==> src/rtl/tfe_map.vh <==
// register map, field positions and codes for the tape formatter error flags
`ifndef TFE_MAP_VH
`define TFE_MAP_VH

// register addresses on the drive control bus (5-bit select)
`define TFE_ADDR_W          5
`define TFE_A_CS1           5'h00
`define TFE_A_STAT          5'h01
`define TFE_A_ERR           5'h02
`define TFE_A_MNT           5'h03
`define TFE_A_ATTN          5'h04
`define TFE_A_FC            5'h05
`define TFE_A_CS2           5'h06
`define TFE_A_TC            5'h09
// error flag bit positions
`define TFE_B_SKEW          10
`define TFE_B_FRAME         9
`define TFE_B_GAP           8
`define TFE_B_LONGCHK       7
`define TFE_B_UNCORR        6
`define TFE_B_DATPAR        5
`define TFE_B_FORMAT        4
`define TFE_B_CTLPAR        3
`define TFE_B_REFUSED       2
`define TFE_B_BADREG        1
`define TFE_B_BADFN         0
`define TFE_NFLAG           11
// first control/status register fields
`define TFE_CS1_GO          0
`define TFE_FN_LO           1
`define TFE_FN_HI           5
// second control/status register parity-test bit
`define TFE_CS2_PTEST       4
// tape control register format code field and the one format implemented
`define TFE_FMT_LO          4
`define TFE_FMT_HI          7
`define TFE_FMT_OK          4'hc
// drive status bits and the attention clear bit
`define TFE_ST_TMARK        2
`define TFE_ST_READY        7
`define TFE_ST_ERR          14
`define TFE_ST_ATTN         15
`define TFE_ATTN_CLR        0
// implemented function codes
`define TFE_FN_NOP          5'h00
`define TFE_FN_CLR          5'h04
`define TFE_FN_SPF          5'h0c
`define TFE_FN_SPR          5'h0d
`define TFE_FN_WR           5'h18
`define TFE_FN_RDF          5'h1c
`define TFE_ZERO16          16'h0000
`define TFE_ZERO11          11'h000
`define TFE_ONE11           11'h001

`endif

==> src/rtl/tfe_flag_bank.v <==
// bank of sticky error flags, set wins over clear
`timescale 1ns/1ps
`default_nettype none
`include "tfe_map.vh"

module tfe_flag_bank
(
    // clock and reset
    input  wire                   clk_sys,
    input  wire                   rst_b,
    // events and clear
    input  wire [`TFE_NFLAG-1:0]  set_evt,
    input  wire                   clr,
    // flag state
    output wire [`TFE_NFLAG-1:0]  flags
);
    genvar i;
    generate
        for (i = 0; i < `TFE_NFLAG; i = i + 1)
        begin : g_flag
            reg flag_r;
            always @(posedge clk_sys or negedge rst_b)
            begin
                if (!rst_b)
                    flag_r <= 1'b0;
                else if (set_evt[i])
                    flag_r <= 1'b1;
                else if (clr)
                    flag_r <= 1'b0;
            end
            assign flags[i] = flag_r;
        end
    endgenerate
endmodule // tfe_flag_bank

`default_nettype wire

==> src/rtl/tfe_error_flags.v <==
// error register bits 10..0 with control-bus register access
//
// Contract
// - PE mode: correctable skew sets the skew/mark flag, warning only.
// - NRZ mode: malformed filemark pattern sets the skew/mark flag.
// - Malformed filemark also asserts tape-mark status in drive status.
// - Space ending with nonzero frame counter sets frame count fault.
// - Run still high after end-of-block sets frame count fault.
// - Characters in first half of gap set nonstandard gap flag.
// - PE mode: bad preamble or postamble sets format/longcheck flag.
// - NRZ mode: longitudinal check mismatch sets format/longcheck flag.
// - PE read: dead tracks, parity without dead tracks, skew overflow.
// - NRZ read: vertical parity error or late data sets that flag.
// - Data line parity error during write sets data parity flag.
// - Parity-test bit forces both data and control parity flags.
// - Data transfer with unimplemented format code sets format fault.
// - Format fault stops motion, raises exception, end-of-block, ready.
// - Control line parity error on register write sets its flag.
// - Control parity error lets write finish but suppresses go.
// - Writes while go refused except maintenance and attention.
// - Access to nonexistent register sets bad register flag.
// - Nonexistent register read returns zeros, modifies nothing.
// - Go with unimplemented function sets bad function flag.
// - Flags read-only, cleared by drive clear or bus init.
// - Class A and class B error summaries are reported.
`timescale 1ns/1ps
`default_nettype none
`include "tfe_map.vh"

module tfe_error_flags
(
    // clock and reset
    input  wire                    clk_sys,
    input  wire                    rst_b,
    // control bus register access
    input  wire [`TFE_ADDR_W-1:0]  reg_addr,
    input  wire                    reg_wr,
    input  wire                    reg_rd,
    input  wire [15:0]             reg_wdata,
    input  wire                    reg_ctl_par_err,
    output reg  [15:0]             reg_rdata,
    // bus init and run line
    input  wire                    bus_init,
    input  wire                    run_req,
    // datapath condition pulses
    input  wire                    pe_mode,
    input  wire                    pe_skew_corr,
    input  wire                    nrz_bad_mark,
    input  wire                    space_done,
    input  wire                    frame_cnt_zero,
    input  wire                    xfer_done,
    input  wire                    gap_chars_seen,
    input  wire                    pe_bad_amble,
    input  wire                    nrz_lrc_mismatch,
    input  wire                    pe_multi_dead,
    input  wire                    pe_par_no_dead,
    input  wire                    pe_skew_ovf,
    input  wire                    nrz_vert_par,
    input  wire                    nrz_late_data,
    input  wire                    data_par_err,
    input  wire                    xfer_busy,
    input  wire                    write_op,
    input  wire                    read_op,
    input  wire                    op_end,
    // drive control outputs
    output wire                    go_bit,
    output wire [4:0]              func_code,
    output wire                    motion_inhibit,
    output reg                     exception_signal,
    output reg                     end_of_block,
    output reg                     drive_ready,
    output reg                     attention_flag,
    output wire                    class_a_err,
    output wire                    class_b_err,
    output wire [`TFE_NFLAG-1:0]   drive_error_flags
);
    // ==========================================================
    // registers
    reg  [15:0] cs1_r;
    reg  [15:0] cs2_r;
    reg  [15:0] tc_r;
    reg  [15:0] fc_r;
    reg  [15:0] mnt_r;
    reg         tape_mark_r;
    reg         fmt_hold_r;
    reg  [`TFE_NFLAG-1:0] set_evt;
    wire [`TFE_NFLAG-1:0] flags;
    wire        drive_clr;
    wire        clr_all;
    wire        known;
    wire        wr_ok;
    wire        wr_refused;
    wire [4:0]  wr_fn;
    wire        fn_known;
    wire        start_xfer;
    wire        bad_fmt;
    wire        par_test;
    reg  [15:0] stat_word;

    assign go_bit    = cs1_r[`TFE_CS1_GO];
    assign func_code = cs1_r[`TFE_FN_HI:`TFE_FN_LO];
    assign par_test  = cs2_r[`TFE_CS2_PTEST];
    assign drive_error_flags = flags;
    // decoded register addresses
    assign known = (reg_addr == `TFE_A_CS1) || (reg_addr == `TFE_A_STAT)
                || (reg_addr == `TFE_A_ERR) || (reg_addr == `TFE_A_MNT)
                || (reg_addr == `TFE_A_ATTN) || (reg_addr == `TFE_A_FC)
                || (reg_addr == `TFE_A_CS2) || (reg_addr == `TFE_A_TC);
    // refuse writes while go, except maintenance and attention
    assign wr_refused = reg_wr && known && go_bit
                     && (reg_addr != `TFE_A_MNT)
                     && (reg_addr != `TFE_A_ATTN);
    assign wr_ok = reg_wr && known && !wr_refused;
    assign wr_fn = reg_wdata[`TFE_FN_HI:`TFE_FN_LO];
    assign fn_known = (wr_fn == `TFE_FN_NOP) || (wr_fn == `TFE_FN_CLR)
                   || (wr_fn == `TFE_FN_SPF) || (wr_fn == `TFE_FN_SPR)
                   || (wr_fn == `TFE_FN_WR) || (wr_fn == `TFE_FN_RDF);
    wire cs1_go_wr = wr_ok && (reg_addr == `TFE_A_CS1)
                  && reg_wdata[`TFE_CS1_GO] && !reg_ctl_par_err;
    assign drive_clr = cs1_go_wr && (wr_fn == `TFE_FN_CLR);
    assign clr_all   = drive_clr || bus_init;
    assign start_xfer = cs1_go_wr && ((wr_fn == `TFE_FN_WR)
                     || (wr_fn == `TFE_FN_RDF));
    assign bad_fmt = tc_r[`TFE_FMT_HI:`TFE_FMT_LO] != `TFE_FMT_OK;

    // ==========================================================
    // error events
    always @*
    begin
        set_evt = `TFE_ZERO11;
        // a drive clear in the same cycle loses to these sets
        set_evt[`TFE_B_SKEW]    = (pe_mode && pe_skew_corr)
                               || (!pe_mode && nrz_bad_mark);
        set_evt[`TFE_B_FRAME]   = (space_done && !frame_cnt_zero)
                               || (end_of_block && run_req);
        set_evt[`TFE_B_GAP]     = xfer_done && gap_chars_seen;
        set_evt[`TFE_B_LONGCHK] = (pe_mode && pe_bad_amble)
                               || (!pe_mode && nrz_lrc_mismatch);
        set_evt[`TFE_B_UNCORR]  = read_op && (pe_mode
                               ? (pe_multi_dead || pe_par_no_dead
                                  || pe_skew_ovf)
                               : (nrz_vert_par || nrz_late_data));
        set_evt[`TFE_B_DATPAR]  = (write_op && data_par_err)
                               || par_test;
        set_evt[`TFE_B_FORMAT]  = start_xfer && bad_fmt;
        set_evt[`TFE_B_CTLPAR]  = (reg_wr && reg_ctl_par_err)
                               || par_test;
        set_evt[`TFE_B_REFUSED] = wr_refused;
        set_evt[`TFE_B_BADREG]  = (reg_wr || reg_rd) && !known;
        set_evt[`TFE_B_BADFN]   = cs1_go_wr && !fn_known;
    end

    tfe_flag_bank u_flags
    (
        .clk_sys (clk_sys),
        .rst_b   (rst_b),
        .set_evt (set_evt),
        .clr     (clr_all),
        .flags   (flags)
    );

    // class summaries
    assign class_a_err = flags[`TFE_B_FRAME] | flags[`TFE_B_GAP]
                       | flags[`TFE_B_LONGCHK] | flags[`TFE_B_UNCORR]
                       | flags[`TFE_B_DATPAR] | flags[`TFE_B_CTLPAR]
                       | flags[`TFE_B_REFUSED] | flags[`TFE_B_BADREG];
    assign class_b_err = flags[`TFE_B_FORMAT] | flags[`TFE_B_BADFN];
    assign motion_inhibit = fmt_hold_r;

    // ==========================================================
    // register writes
    always @(posedge clk_sys or negedge rst_b)
    begin
        if (!rst_b)
        begin
            cs1_r <= `TFE_ZERO16;
            cs2_r <= `TFE_ZERO16;
            tc_r  <= `TFE_ZERO16;
            fc_r  <= `TFE_ZERO16;
            mnt_r <= `TFE_ZERO16;
        end
        else if (bus_init)
        begin
            cs1_r <= `TFE_ZERO16;
            cs2_r <= `TFE_ZERO16;
            tc_r  <= `TFE_ZERO16;
            fc_r  <= `TFE_ZERO16;
            mnt_r <= `TFE_ZERO16;
        end
        else
        begin
            if (wr_ok && (reg_addr == `TFE_A_CS1))
            begin
                cs1_r <= reg_wdata;
                // drive clear and a format fault both leave go low
                cs1_r[`TFE_CS1_GO] <= cs1_go_wr && !drive_clr
                                   && !(start_xfer && bad_fmt);
            end
            else if (op_end)
                cs1_r[`TFE_CS1_GO] <= 1'b0;
            if (wr_ok && (reg_addr == `TFE_A_CS2))
                cs2_r <= reg_wdata;
            if (wr_ok && (reg_addr == `TFE_A_TC))
                tc_r <= reg_wdata;
            if (wr_ok && (reg_addr == `TFE_A_FC))
                fc_r <= reg_wdata;
            if (wr_ok && (reg_addr == `TFE_A_MNT))
                mnt_r <= reg_wdata;
        end
    end

    // ==========================================================
    // format fault sequencing and drive status
    always @(posedge clk_sys or negedge rst_b)
    begin
        if (!rst_b)
        begin
            fmt_hold_r       <= 1'b0;
            exception_signal <= 1'b0;
            end_of_block     <= 1'b0;
            drive_ready      <= 1'b1;
            attention_flag   <= 1'b0;
            tape_mark_r      <= 1'b0;
        end
        else if (clr_all)
        begin
            fmt_hold_r       <= 1'b0;
            exception_signal <= 1'b0;
            end_of_block     <= 1'b0;
            drive_ready      <= 1'b1;
            attention_flag   <= 1'b0;
            tape_mark_r      <= 1'b0;
        end
        else
        begin
            // tape mark status holds until the next transfer starts or a drive clear or bus init
            if (!pe_mode && nrz_bad_mark)
                tape_mark_r <= 1'b1;
            else if (start_xfer)
                tape_mark_r <= 1'b0;
            if (start_xfer && bad_fmt)
            begin
                fmt_hold_r       <= 1'b1;
                exception_signal <= 1'b1;
                end_of_block     <= 1'b1;
                drive_ready      <= 1'b0;
            end
            // end of block lasts one cycle, then ready and attention rise
            else if (end_of_block)
            begin
                end_of_block   <= 1'b0;
                drive_ready    <= 1'b1;
                attention_flag <= 1'b1;
                fmt_hold_r     <= 1'b0;
            end
            else if (start_xfer || cs1_go_wr)
            begin
                drive_ready      <= 1'b0;
                exception_signal <= 1'b0;
            end
            else if (op_end)
                drive_ready <= 1'b1;
            if (wr_ok && (reg_addr == `TFE_A_ATTN) && reg_wdata[`TFE_ATTN_CLR])
                attention_flag <= 1'b0;
        end
    end

    // ==========================================================
    // drive status word, one field per bit
    always @*
    begin
        stat_word = `TFE_ZERO16;
        stat_word[`TFE_ST_ATTN]  = attention_flag;
        stat_word[`TFE_ST_ERR]   = class_a_err | class_b_err;
        stat_word[`TFE_ST_READY] = drive_ready;
        stat_word[`TFE_ST_TMARK] = tape_mark_r;
    end

    // ==========================================================
    // read data, zeros for nonexistent registers
    always @(posedge clk_sys or negedge rst_b)
    begin
        if (!rst_b)
            reg_rdata <= `TFE_ZERO16;
        else if (reg_rd)
        begin
            case (reg_addr)
                `TFE_A_CS1:  reg_rdata <= cs1_r;
                `TFE_A_STAT: reg_rdata <= stat_word;
                `TFE_A_ERR:  reg_rdata <= {5'h00, flags};
                `TFE_A_MNT:  reg_rdata <= mnt_r;
                `TFE_A_ATTN: reg_rdata <= {15'h0000, attention_flag};
                `TFE_A_FC:   reg_rdata <= fc_r;
                `TFE_A_CS2:  reg_rdata <= cs2_r;
                `TFE_A_TC:   reg_rdata <= tc_r;
                default:     reg_rdata <= `TFE_ZERO16;
            endcase
        end
    end
endmodule // tfe_error_flags

`default_nettype wire

==> config.mk <==
export PLATFORM = sky130hd
export DESIGN_NAME = tfe_error_flags
export DESIGN_NICKNAME = d
export VERILOG_FILES = /design/src/rtl/tfe_flag_bank.v /design/src/rtl/tfe_error_flags.v
export VERILOG_INCLUDE_DIRS = /design/src /design/src/rtl
export SDC_FILE = /design/constraint.sdc
export NUM_CORES = 1
export LEC_CHECK = 0
export BUFFER_PORTS_ARGS = -buffer_cell sky130_fd_sc_hd__buf_4
export CAP_MARGIN = 10
export CORE_MARGIN = 1.5
export CORE_UTILIZATION = 59
export CTS_CLUSTER_DIAMETER = 150
export DETAILED_ROUTE_END_ITERATION = 16
export PLACE_DENSITY = 0.82
export SETUP_SLACK_MARGIN = 0.2
export SYNTH_ARGS = -nofsm -noshare
export SYNTH_HDL_FRONTEND = slang
export SYNTH_SLANG_ARGS = --single-unit
==> constraint.sdc <==
create_clock -name clk_sys -period 4.4 [get_ports clk_sys]
set_input_delay 0 -clock clk_sys [delete_from_list [all_inputs] [get_ports clk_sys]]
set_output_delay 0 -clock clk_sys [all_outputs]
set_load 0.02 [all_outputs]
# After elaboration in Yosys (flattened, before gate mapping)

Cells that the tools add are included.

Memories: 0
Output and inout port bits: 40
Word-level logic and storage cells: 186
Flip-flop bits (word level): 113
Bits in read-only memories: 0
Bits in latches: 0
RAM bits: 0
Bits of input ports: 47

Multiplexer cells: 47
Bitwise operators: 9
Reductions and logical operators: 89
Order comparisons: 0
Shift-type cells: 0
$mul: 0
Equality and inequality tests: 17
Divide/modulo/power cells: 0
Add/sub/neg operators: 0

Operators by type and width:

| kind                                                             | number |
|---|---|
| 16-bit two-way mux                                               | 9 |
| 16-bit one-hot mux with 8 select lines                           | 1 |
| 1-bit two-way mux                                                | 36 |
| 2-bit nonzero test                                               | 16 |
| 1-bit logical AND                                                | 31 |
| 1-bit logical OR                                                 | 24 |
| 5-bit by 3-bit == test with 1-bit output (second input constant) | 4 |
| 5-bit by 4-bit == test with 1-bit output (second input constant) | 3 |
| 15-bit two-way mux                                               | 1 |
| 3-bit nonzero test                                               | 5 |
| 5-bit by 2-bit == test with 1-bit output (second input constant) | 2 |
| 5-bit == test (second input constant)                            | 2 |
| 5-bit logical NOT                                                | 2 |
| 1-bit bitwise OR                                                 | 9 |
| 1-bit logical NOT                                                | 8 |
| 3-bit by 1-bit != test with 1-bit output (second input constant) | 2 |
| 5-bit by 1-bit == test with 1-bit output (second input constant) | 1 |
| 5-bit by 2-bit != test with 1-bit output (second input constant) | 1 |
| 5-bit by 3-bit != test with 1-bit output (second input constant) | 1 |
| 5-bit nonzero test                                               | 1 |
| 4-bit != test (second input constant)                            | 1 |
| 2-bit AND reduction                                              | 2 |

# Logic depth before layout (Yosys ltp)

Gate-level depths: netlist (run 1).

Depth in word-level cells: 23
Mapped depth: 7

# Hierarchy

A second synthesis (run 1) with hierarchy kept.

Cells, all modules: 609
Area, all modules: 5913.2 um2

By module, submodules not included:

| module          | cells each | instances | area an instance (um2) |
|---|---|---|---|
| tfe_error_flags | 574        | 1         | 5456.5 |
| tfe_flag_bank   | 35         | 1         | 456.7 |

# Least setup slack after synthesis (run 1)

Ideal clock, no wire load.

Path type: register -> register
Start: register cs1_r[0]
End: register u_flags.g_flag[3].flag_r
Slack: 2585 ps
Path buffers: 1
Stages on the path, launching flop included: 6
Arrival: 1689 ps
Required time: 4274 ps
Cell sequence: dfrtp_1 clkbuf_1 nor4bb_1 and3_1 a21oi_1 a221o_1

Longest elaborated chain between the ends: 11

RTL lines:

| what                            | line                  | RTL |
|---|---|---|
| from (decl)                     | tfe_error_flags.v:79  | `reg [15:0] cs1_r;` |
| from (signal assigned)          | tfe_error_flags.v:176 | `` cs1_r <= `TFE_ZERO16; `` |
| from (signal assigned)          | tfe_error_flags.v:184 | `` cs1_r <= `TFE_ZERO16; `` |
| from (signal assigned)          | tfe_error_flags.v:194 | `cs1_r <= reg_wdata;` |
| 1-bit logical AND (3 in series) | tfe_error_flags.v:110 | `assign wr_refused = reg_wr && known && go_bit` |
| 1-bit logical NOT               | tfe_error_flags.v:113 | `assign wr_ok = reg_wr && known && !wr_refused;` |
| 1-bit logical AND               | tfe_error_flags.v:113 |  |
| 1-bit logical AND (3 in series) | tfe_error_flags.v:118 | `` wire cs1_go_wr = wr_ok && (reg_addr == `TFE_A_CS1) `` |
| 1-bit logical AND               | tfe_error_flags.v:120 | `` assign drive_clr = cs1_go_wr && (wr_fn == `TFE_FN_CLR); `` |
| 1-bit logical OR                | tfe_error_flags.v:121 | `assign clr_all = drive_clr \|\| bus_init;` |
| 2-bit nonzero test (no line)    | -                     |  |
| to (signal assigned)            | tfe_flag_bank.v:25    | `flag_r <= 1'b0;` |
| to (signal assigned)            | tfe_flag_bank.v:27    | `flag_r <= 1'b1;` |
| to (signal assigned)            | tfe_flag_bank.v:29    | `flag_r <= 1'b0;` |
| to (decl)                       | tfe_flag_bank.v:21    | `reg flag_r;` |

No other way between the ends.
A chain may end at the register's enable or synchronous reset.

# Worst setup path after layout (run 1)

Start: register cs1_r[0]
End: register u_flags.g_flag[9].flag_r

Longest elaborated chain between the ends: 11

RTL lines:

| what                            | line |
|---|---|
| 1-bit logical AND (3 in series) | tfe_error_flags.v:110 |
| 1-bit logical NOT               | tfe_error_flags.v:113 |
| 1-bit logical AND               | tfe_error_flags.v:113 |
| 1-bit logical AND (3 in series) | tfe_error_flags.v:118 |
| 1-bit logical AND               | tfe_error_flags.v:120 |
| 1-bit logical OR                | tfe_error_flags.v:121 |
| 2-bit nonzero test (no line)    | - |
| to (signal assigned)            | tfe_flag_bank.v:25 |
| to (signal assigned)            | tfe_flag_bank.v:27 |
| to (signal assigned)            | tfe_flag_bank.v:29 |
| to (decl)                       | tfe_flag_bank.v:21 |

No other way between the ends.

==> flow_metrics.py, run 1 <==
metrics = {
    "status": {
        "status": "finished, final reports clean",
    },
    "yosys": {
        "synth_cell_types": 54,
        "synth_ff_type": "dfrtp_1",
        "yosys_warnings": 0,
        "ys_seq_elements": 113,
        "netlist_instances": 544,
        "synth_fp_nets": 591,
        "synth_top_area_share_pct": 49.3,
        "yosysTopAreaCell": "dfrtp_1",
        "yosysMostFrequentCell": "dfrtp_1",
        "syn_area_per_cell_sq_um": 10.5,
        "synth_async_sr_flop_share_pct": 100,
        "synth-edff-count": 0,
        "synth.yosys.seq_area_share_pct": 49.7,
        "netlist_area_sq_um": 5690,
        "synthTopCellsByCount": "dfrtp_1 (112), nand2b_1 (70), mux2i_1 (64)",
        "synth_area_leaders": "dfrtp_1 (49%), mux2i_1 (11%), nand2b_1 (7.7%), a22oi_1 (3.0%), nor2_1 (2.8%)",
    },
    "cts": {
        "post_cts_buffers": 0,
        "root_buffer": "clkbuf_8",
        "cts_buffers": 17,
        "cts.clk_slew.worst_paths_ps": 60,
        "cts_tree": "done",
        "cts_htree_levels": 4,
        "cts_buffer_depth": 2,
        "cts_resized": 0,
        "clock-sinks": 113,
        "clk_latency_ps": 530,
    },
    "floorplan": {
        "die-area_sq_um": 10200,
        "ios": 87,
        "placementRows": 35,
        "die_x_microns": 101,
        "dieHeight_microns": 101,
        "start_util_pct": 61.3,
        "core_area_sq_um": 9280,
    },
    "setup_path": {
        "critPathArrivalTime_ps": 2960,
        "path_cells": "nor4bb_1, and3_1, a21oi_1, a221o_1, dlygate4sd3_1",
        "criticalPathCategory": "reg -> reg",
        "r2r_start": "cs1_r[0]",
        "critical_path_buf_inv_count": 1,
        "critPathTopFamily": "simple AND/OR/NAND/NOR gates",
        "worstSetupStartpointType": "flip-flop",
        "critical_path.max_stage_delay_ps": 570,
        "required_ps": 4810,
        "cp_slowest_cell": "dlygate4sd3_1",
        "startpoint": "cs1_r[0]",
        "cp-end-kind": "flip-flop",
        "crit_fanout": 9,
    },
    "final_layout": {
        "syn_to_final_growth_pct": 28.9,
        "drive_gt1_share_pct": 21.1,
        "fillers": 583,
        "diodes": 0,
        "layout.nets": 694,
    },
    "place": {
        "gp_congestion": 0.888,
        "place_ws_ps": 2370,
        "io_buffer_count": 85,
        "detailed_place_hpwl_mm": 9.77,
    },
    "sta": {
        "slew-limit-headroom_pct": 34.5,
        "tns_ps": 0,
        "finalMaxSlewViolations": 0,
        "worst_pin_slew_ps": 983,
        "finalCritPeriodShare_pct": 58.1,
        "skew_ps": 16.2,
        "setup_viol": 0,
        "worst_slack_ps": 1850,
        "rsz0062_at_grt": "false",
        "hold_violations": 0,
        "period_needed_ps": 2550,
        "fmaxAchievable_ghz": 0.391,
    },
    "worst_hold_path": {
        "hold_start": "reg_addr[1]",
        "worst_hold_path_type": "in -> reg",
    },
    "route": {
        "post-route-drc-count": 0,
        "ant_nets": 0,
        "drtIter0Drc": 445,
        "wl_per_cell_microns": 20.7,
        "vias_per_cell": 6.06,
        "firstDrtPassIters": 5,
        "vias": 4780,
        "wl_mm": 16.4,
    },
    "global_routing": {
        "grt_pass1_wl_mm": 25.6,
        "grt_overflow": 0,
        "grt_util_all_layers_pct": 34.0,
        "grt_pass1_vias": 4813,
        "antenna_found_initial": 0,
        "grt_max_degree": 101,
    },
    "pwr": {
        "power_density_nw_per_um2": 403,
        "peakVddDrop_v": 0.000371,
        "p_leak_uw": 0.00348,
    },
    "flow_run": {
        "cap_viol_max_count": 0,
    },
}
## power breakdown
group | total (uW) | internal [uW] | switching [uW]
Clock | 1610 | 1110 | 502
Sequential | 1080 | 1060 | 21.2
Combinational | 261 | 119 | 142
Total | 2950 | 2290 | 666
## what timing repair did
item | CTS | global route
endpoints found under the hold margin | 185 | 0
endpoints found under the setup margin | 0 | 0
hold buffers | 42 | 0
## per-layer routing
layer | wire [microns] | track usage (%) | share of wire [%] | up-vias
li1 | - | - | - | 2130
met1 | 6410 | 43.5 | 39 | 2356
met2 | 8170 | 56.5 | 50 | 245
met3 | 1230 | 7.94 | 7.5 | 49
met4 | 565 | 13.4 | 3.5 | 0
met5 | 0 | 0 | 0 | -
## state kept, by name, indices dropped and copies added (netlist names)
register,cells
mnt_r,16
end_of_block,1
u_flags.g_flag.flag_r,11
tc_r,16
tape_mark_r,1
cs2_r,16
attention_flag,1
fc_r,16
drive_ready,1
cs1_r,16
exception_signal,1
motion_inhibit,1
reg_rdata,16
## final cells by class
class	count	area [sq um]	share of cell area [%]
flip-flops and latches	113	2830	38.6
inverters	8	30.0	0.409
clock inverters	13	256	3.50
well taps	129	161	2.20
clock buffers	19	432	5.89
multi-input cells	374	2520	34.4
repair buffers	133	1100	15.0
## worst paths after layout
path	to	slack, ps	cells after the start
setup / recovery	u_flags.g_flag[9].flag_r	1850	5
hold / removal	tc_r[15]	30	5
setup reg to reg	u_flags.g_flag[9].flag_r	1850	5
hold reg to reg	cs1_r[8]	520	2
max in group asynchronous	mnt_r[1]	3140	3
min in group asynchronous	u_flags.g_flag[5].flag_r	190	2
## tightest hold or removal path, delay by kind of cell
| kind | cells | cell delay, ps |
|---|---|---|
| AND/OR/NAND/NOR | 2 | 200 |
| AO/OA/AOI/OAI | 1 | 80 |
| multiplexers | 1 | 70 |
| buffers and inverters | 1 | 160 |
## per-stage QoR
step | hold slack (ps) | total power [uW] | utilization (%) | std cells | instance area (sq um)
after global placement | 199 | 1320 | 67.0 | 715 | 6220
after floorplan | -296 | 1220 | - | 544 | 5690
after detailed placement | 209 | 1330 | 67.0 | 715 | 6220
after global routing | 49.8 | 3020 | 79.0 | 789 | 7330
final | 31.3 | 2950 | 79.0 | 789 | 7330
after CTS | 13.8 | 2960 | 79.0 | 789 | 7330
## layout by cell type, fill, tap and decap left out, types with 6 or more instances in the layout
| master | n |
|---|---|
| nor2b_1 | 6 |
| nand2_1 | 38 |
| a21oi_1 | 29 |
| nand2b_1 | 70 |
| dfrtp_1 | 112 |
| clkbuf_16 | 16 |
| a221oi_1 | 13 |
| nor2_1 | 42 |
| inv_1 | 8 |
| dlygate4sd3_1 | 42 |
| a22oi_1 | 23 |
| bufinv_16 | 7 |
| nor3_1 | 6 |
| mux2i_1 | 64 |
| buf_4 | 91 |
| a31oi_1 | 13 |
## logic make-up (layout without fill, tap and decap cells)
family | Yosys count | count (layout) | synth area share (%)
AOI/OAI and AO/OA | 118 | 118 | 14.8
buffers and inverters | 57 | 173 | 5.94
DFF | 113 | 113 | 49.7
muxes | 66 | 66 | 11.7
and+or+nand+nor | 190 | 190 | 17.8
(Power assumes the default switching activity.)
==> run 2: changes to the inputs <==
--- a/config.mk
+++ b/config.mk
@@ -9,10 +9,10 @@
 export BUFFER_PORTS_ARGS = -buffer_cell sky130_fd_sc_hd__buf_4
 export CAP_MARGIN = 10
 export CORE_MARGIN = 1.5
-export CORE_UTILIZATION = 59
+export CORE_UTILIZATION = 57
 export CTS_CLUSTER_DIAMETER = 150
 export DETAILED_ROUTE_END_ITERATION = 16
-export PLACE_DENSITY = 0.82
+export PLACE_DENSITY = 0.8
 export SETUP_SLACK_MARGIN = 0.2
 export SYNTH_ARGS = -nofsm -noshare
 export SYNTH_HDL_FRONTEND = slang
==> constraint.sdc (replaced) <==
create_clock -name clk_sys -period 2.6 [get_ports clk_sys]
set_input_delay 0 -clock clk_sys [delete_from_list [all_inputs] [get_ports clk_sys]]
set_output_delay 0 -clock clk_sys [all_outputs]
set_load 0.02 [all_outputs]
==> run 2 against run 1 <==
- clock skew fell by 11 ps
- non-clock buffer count is 7 higher
- core utilization shrank 4.4 points
- sequential share of layout area grew 0.39 points
- count of clock-buffer cells in the layout increased by 4
- setup slack lost 1600 ps
- largest cell class unchanged
- highest routed layer unchanged
==> flow_metrics.py, run 2 (synthesis gave the netlist of run 1 again) <==
metrics = {
    "status": {
        "status": "finished, final reports clean",
    },
    "final_layout": {
        "syn_to_final_growth_pct": 27.7,
        "fillers": 703,
        "layout.nets": 701,
        "final_cell_area_sq_um": 7260,
        "drive_gt1_share_pct": 21.2,
        "mostFrequentLayoutCells": "dfrtp_1 (112), buf_4 (95), nand2b_1 (70)",
        "layout_commonest_cell": "dfrtp_1",
        "diodes": 0,
    },
    "sta": {
        "whs_ps": 20.6,
        "finalCritPeriodShare_pct": 89.0,
        "setup_viol": 0,
        "skew_ps": 5.13,
        "finalMaxSlewViolations": 0,
        "fmaxAchievable_ghz": 0.432,
        "hold_violations": 0,
        "slew-limit-headroom_pct": 40.7,
        "rsz0062_at_grt": "false",
        "period_needed_ps": 2310,
        "worst_pin_slew_ps": 887,
        "tns_ps": 0,
    },
    "pwr": {
        "internal-power_uw": 3340,
        "power_density_nw_per_um2": 605,
        "p_comb_share_pct": 10.3,
        "p_leak_uw": 0.00345,
        "peakVddDrop_v": 0.000447,
        "sw_frac_of_total_pct": 23.8,
        "clkPwrFrac_pct": 48.0,
        "p_sw_uw": 1040,
        "p_seq_share_pct": 41.8,
    },
    "floorplan": {
        "core_area_sq_um": 9730,
        "start_util_pct": 58.5,
        "ios": 87,
        "die_x_microns": 103,
        "dieHeight_microns": 103,
        "die-area_sq_um": 10600,
        "placementRows": 36,
    },
    "place": {
        "io_buffer_count": 85,
        "detailed_place_hpwl_mm": 10.2,
        "placed_cell_area_sq_um": 6280,
        "gp_congestion": 0.912,
    },
    "route": {
        "wl_mm": 16.9,
        "vias_per_cell": 6.13,
        "firstDrtPassIters": 5,
        "ant_nets": 0,
        "drtIter0Drc": 359,
        "vias": 4887,
        "post-route-drc-count": 0,
        "wl_per_cell_microns": 21.3,
    },
    "global_routing": {
        "grt_util_all_layers_pct": 33.8,
        "grt_pass1_vias": 4969,
        "grt_pass1_wl_mm": 26.3,
        "grt_overflow": 0,
        "grt_max_degree": 56,
        "antenna_found_initial": 0,
    },
    "cts": {
        "cts.clk_slew.worst_paths_ps": 50,
        "clock-sinks": 113,
        "root_buffer": "clkbuf_8",
        "cts_buffers": 17,
        "cts_buffer_depth": 2,
        "cts_tree": "done",
        "cts_htree_levels": 4,
        "clk_latency_ps": 510,
    },
    "worst_hold_path": {
        "worst_hold_path_type": "in -> reg",
    },
    "setup_path": {
        "worstSetupStartpointType": "flip-flop",
        "cp-end-kind": "flip-flop",
        "required_ps": 2990,
        "criticalPathCategory": "reg -> reg",
        "crit_fanout": 9,
        "critPathArrivalTime_ps": 2700,
        "cp_slowest_cell": "dlygate4sd3_1",
        "path_cells": "nor4bb_2, and3_1, a21o_1, o211ai_1, dlygate4sd3_1",
        "critical_path.max_stage_delay_ps": 570,
    },
    "flow_run": {
        "cap_viol_max_count": 0,
    },
}
## run 2: changes by cell type in the layout (fill, tap and decap cells not counted), sizes merged
cell         previous run  this run
clkinvlp                2         1
bufinv                  7         1
clkbuf                 19        23
dlygate4sd3            42        44
buf                    91        96
inv                     9         8
clkinv                  3         4
## run 2: critical path: cells and delay by family (launching register included)
kind | cells | cell delay (ps)
compound gates | 2 | 390
flops | 1 | 540
buf+inv | 1 | 570
simple gates | 2 | 690
## run 2: worst paths after layout
kind / from / end / slack, ps / cells after the start
setup reg to reg: cs1_r[0] / u_flags.g_flag[10].flag_r / 290 / 5
hold reg to reg: mnt_r[6] / mnt_r[6] / 520 / 2
max in group asynchronous: rst_b / fc_r[12] / 1690 / 3
setup / recovery: cs1_r[0] / u_flags.g_flag[10].flag_r / 290 / 5
min in group asynchronous: rst_b / u_flags.g_flag[3].flag_r / 70 / 2
hold / removal: reg_addr[3] / u_flags.g_flag[2].flag_r / 20 / 4
## run 2: power by group through the flow
stage,registers (uW),logic [uW],clock network (uW)
3_5_place_dp,1860,389,0
3_3_place_gp,1860,381,0
5_1_grt,1830,484,2200
4_1_cts,1830,444,2110
6_report,1830,452,2110
2_1_floorplan,1870,187,0
## run 2: area by class of cell
class | instances | area (sq um) | share of cell area [%]
clock buffers | 23 | 477 | 6.57
flip-flops and latches | 113 | 2830 | 39.0
clock inverters | 6 | 57.6 | 0.793
repair buffers | 140 | 1170 | 16.2
well taps | 133 | 166 | 2.29
inverters | 8 | 30.0 | 0.414
multi-input cells | 374 | 2530 | 34.8
## run 2: what timing repair did
item                                   4_1_cts  5_1_grt
endpoints found under the hold margin      181        0
hold buffers                                44        0
setup endpoints to repair                    0        1
setup buffers                                0        0
gates resized for setup                      0        1
## run 2: metal layers
layer | wire length (microns) | track usage (%)
met4 | 528 | 15.8
met5 | 0 | 0
met2 | 8480 | 56.8
met3 | 1150 | 6.58
met1 | 6790 | 42.3
## run 2: through the flow
stage                     setup WS (ps)  util [%]  instances  power [uW]
after floorplan                     785         -        544        2060
after global placement              678      64.5        724        2240
after detailed placement            619      64.5        724        2250
after CTS                           312      74.6        797        4390
after global routing                207      74.6        797        4520
final                               285      74.6        797        4390
==> run 3: changes to the inputs <==
--- a/config.mk
+++ b/config.mk
@@ -6,6 +6,7 @@
 export SDC_FILE = /design/constraint.sdc
 export NUM_CORES = 1
 export LEC_CHECK = 0
+export ABC_AREA = 1
 export BUFFER_PORTS_ARGS = -buffer_cell sky130_fd_sc_hd__buf_4
 export CAP_MARGIN = 10
 export CORE_MARGIN = 1.5
==> constraint.sdc (replaced) <==
create_clock -name clk_sys -period 2.6 [get_ports clk_sys]
set_input_delay 0.39 -clock clk_sys [delete_from_list [all_inputs] [get_ports clk_sys]]
set_output_delay 0.39 -clock clk_sys [all_outputs]
set_load 0.02 [all_outputs]
==> run 3 against run 2 <==
- non-clock buffer count shrank 46
- flip-flop and latch count is the same
- final cell count grew 8.0%
- first-iteration DRC count grew 1.4%
- combinational power grew 11%
- wire length shrank 10%
- maximum frequency grew 26%
- critical path type is now reg -> out
- critical endpoint is now class_a_err
==> flow_metrics.py, run 3 <==
metrics = {
    "place": {
        "detailed_place_hpwl_mm": 10.2,
        "io_buffer_count": 85,
        "placed_cell_area_sq_um": 6110,
        "gp_congestion": 0.889,
    },
    "floorplan": {
        "dieHeight_microns": 101,
        "die_x_microns": 101,
        "placementRows": 35,
        "start_util_pct": 59.1,
        "core_area_sq_um": 9280,
        "die-area_sq_um": 10200,
        "ios": 87,
    },
    "final_layout": {
        "drive_gt1_share_pct": 23.4,
        "diodes": 0,
        "mostFrequentLayoutCells": "nand2_1 (207), dfrtp_1 (112), buf_4 (92)",
        "fillers": 700,
        "layout.nets": 766,
        "layout_commonest_cell": "nand2_1",
        "final_cell_area_sq_um": 6710,
        "syn_to_final_growth_pct": 22.3,
    },
    "pwr": {
        "p_seq_share_pct": 41.0,
        "clkPwrFrac_pct": 48.6,
        "internal-power_uw": 3550,
        "peakVddDrop_v": 0.000476,
        "p_comb_share_pct": 10.4,
        "p_leak_uw": 0.00334,
        "power_density_nw_per_um2": 715,
        "p_sw_uw": 1250,
        "sw_frac_of_total_pct": 26.1,
    },
    "yosys": {
        "netlist_instances": 643,
        "yosysMostFrequentCell": "nand2_1",
        "synth-edff-count": 0,
        "synth_cell_types": 41,
        "netlist_area_sq_um": 5490,
        "yosys_warnings": 0,
        "synth_ff_type": "dfrtp_1",
        "synth_area_leaders": "dfrtp_1 (51%), nand2_1 (14%), inv_1 (4.4%), o21ai_0 (4.3%), o21ai_2 (2.7%)",
        "synth_top_area_share_pct": 51.1,
        "synthTopCellsByCount": "nand2_1 (207), dfrtp_1 (112), inv_1 (65)",
        "synth_async_sr_flop_share_pct": 100,
        "synth.yosys.seq_area_share_pct": 51.6,
        "yosysTopAreaCell": "dfrtp_1",
        "syn_area_per_cell_sq_um": 8.53,
        "synth_fp_nets": 690,
        "ys_seq_elements": 113,
    },
    "sta": {
        "skew_ps": 9.87,
        "rsz0062_at_grt": "false",
        "setup_viol": 0,
        "slew-limit-headroom_pct": 52.0,
        "hold_violations": 0,
        "fmaxAchievable_ghz": 0.545,
        "finalCritPeriodShare_pct": 70.6,
        "finalMaxSlewViolations": 0,
        "period_needed_ps": 1840,
        "worst_pin_slew_ps": 720,
        "tns_ps": 0,
    },
    "global_routing": {
        "grt_util_all_layers_pct": 31.9,
        "grt_max_degree": 57,
        "grt_use_met1_pct": 40.9,
        "grtUsageMet2_pct": 53.2,
        "met3_usage_pct": 7.49,
        "grt_pass1_vias": 4875,
        "grt_pass1_wl_mm": 24.5,
        "grt_overflow": 0,
        "antenna_found_initial": 0,
        "grt-busiest-layer": "met2",
    },
    "status": {
        "status": "finished, final reports clean",
    },
    "setup_path": {
        "criticalPathCategory": "reg -> out",
        "critical_path.max_stage_delay_ps": 480,
        "crit_fanout": 4,
        "cp-end-kind": "output port",
        "cp_slowest_cell": "dfrtp_1",
        "required_ps": 2210,
        "path_cells": "nor2_1, nand4_1, buf_4",
        "critPathArrivalTime_ps": 1450,
        "worstSetupStartpointType": "flip-flop",
    },
    "route": {
        "wl_mm": 15.2,
        "vias_per_cell": 5.65,
        "ant_nets": 0,
        "vias": 4862,
        "post-route-drc-count": 0,
        "firstDrtPassIters": 5,
        "wl_per_cell_microns": 17.6,
        "drtIter0Drc": 364,
    },
    "cts": {
        "cts_buffers": 17,
        "root_buffer": "clkbuf_8",
        "cts_hold_buf": 1,
        "cts_resized": 0,
        "cts_buffer_depth": 2,
        "cts.clk_slew.worst_paths_ps": 60,
        "cts_htree_levels": 4,
        "cts_tree": "done",
        "clk_latency_ps": 520,
        "clock-sinks": 113,
        "post_cts_buffers": 0,
    },
    "worst_hold_path": {
        "worst_hold_path_type": "in -> reg",
    },
    "flow_run": {
        "cap_viol_max_count": 0,
    },
}
run 3: power by group through the flow:
| stage | Combinational [uW] | Sequential [uW] | Clock [uW] |
|---|---|---|---|
| after floorplan | 294 | 1980 | 0 |
| after global placement | 477 | 1990 | 0 |
| after detailed placement | 494 | 1990 | 0 |
| after CTS | 501 | 1960 | 2330 |
| after global routing | 553 | 1980 | 2420 |
| final | 500 | 1970 | 2330 |
run 3: cell families after synthesis:
kind of cell	share of synthesized area, %
and+or+nand+nor	22.9
AOI/OAI and AO/OA	14.9
DFF	51.6
buffers and inverters	9.85
muxes	0.821
run 3: final timing paths:
path                                     startpoint                        to  slack, ps  depth (start not counted)
max                        u_flags.g_flag[1].flag_r               class_a_err        760                          3
min                                  gap_chars_seen  u_flags.g_flag[8].flag_r         90                          3
max reg2reg                                cs1_r[0]                  cs1_r[8]        960                          6
min reg2reg                            reg_rdata[4]              reg_rdata[4]        480                          2
max in group asynchronous                     rst_b                   fc_r[6]       1400                          3
min in group asynchronous                     rst_b            attention_flag        460                          2
run 3: worst max-delay path: cells and delay by family, from the launching register on:
family	cells	cell delay [ps]
DFF	1	480
and+or+nand+nor	2	270
buffers and inverters	1	180
run 3: layout make-up:
| class | count | area (sq um) | area share [%] |
|---|---|---|---|
| sequential | 113 | 2830 | 42.2 |
| multi-input combinational | 417 | 2120 | 31.6 |
| timing repair buffer | 94 | 721 | 10.7 |
| tap | 129 | 161 | 2.41 |
| clock buffer | 19 | 432 | 6.43 |
| clock inverter | 13 | 161 | 2.41 |
| inverter | 76 | 288 | 4.29 |
run 3: through the flow:
| stage | utilization [%] | std cells | hold slack (ps) | power (uW) | setup WS [ps] |
|---|---|---|---|---|---|
| global route | 72.3 | 861 | 86.6 | 4950 | 703 |
| CTS | 72.3 | 861 | 81.5 | 4800 | 770 |
| finish | 72.3 | 861 | 85.7 | 4800 | 764 |
| global placement | 65.8 | 828 | 464 | 2460 | 444 |
| floorplan | - | 643 | 94.4 | 2270 | 935 |
| detailed placement | 65.8 | 828 | 469 | 2480 | 408 |
run 3: metal layers:
layer / up-vias / wire length [microns]
met3: 36 / 937
li1: 2226 / -
met5: - / 0
met1: 2397 / 6390
met4: 0 / 298
met2: 203 / 7560
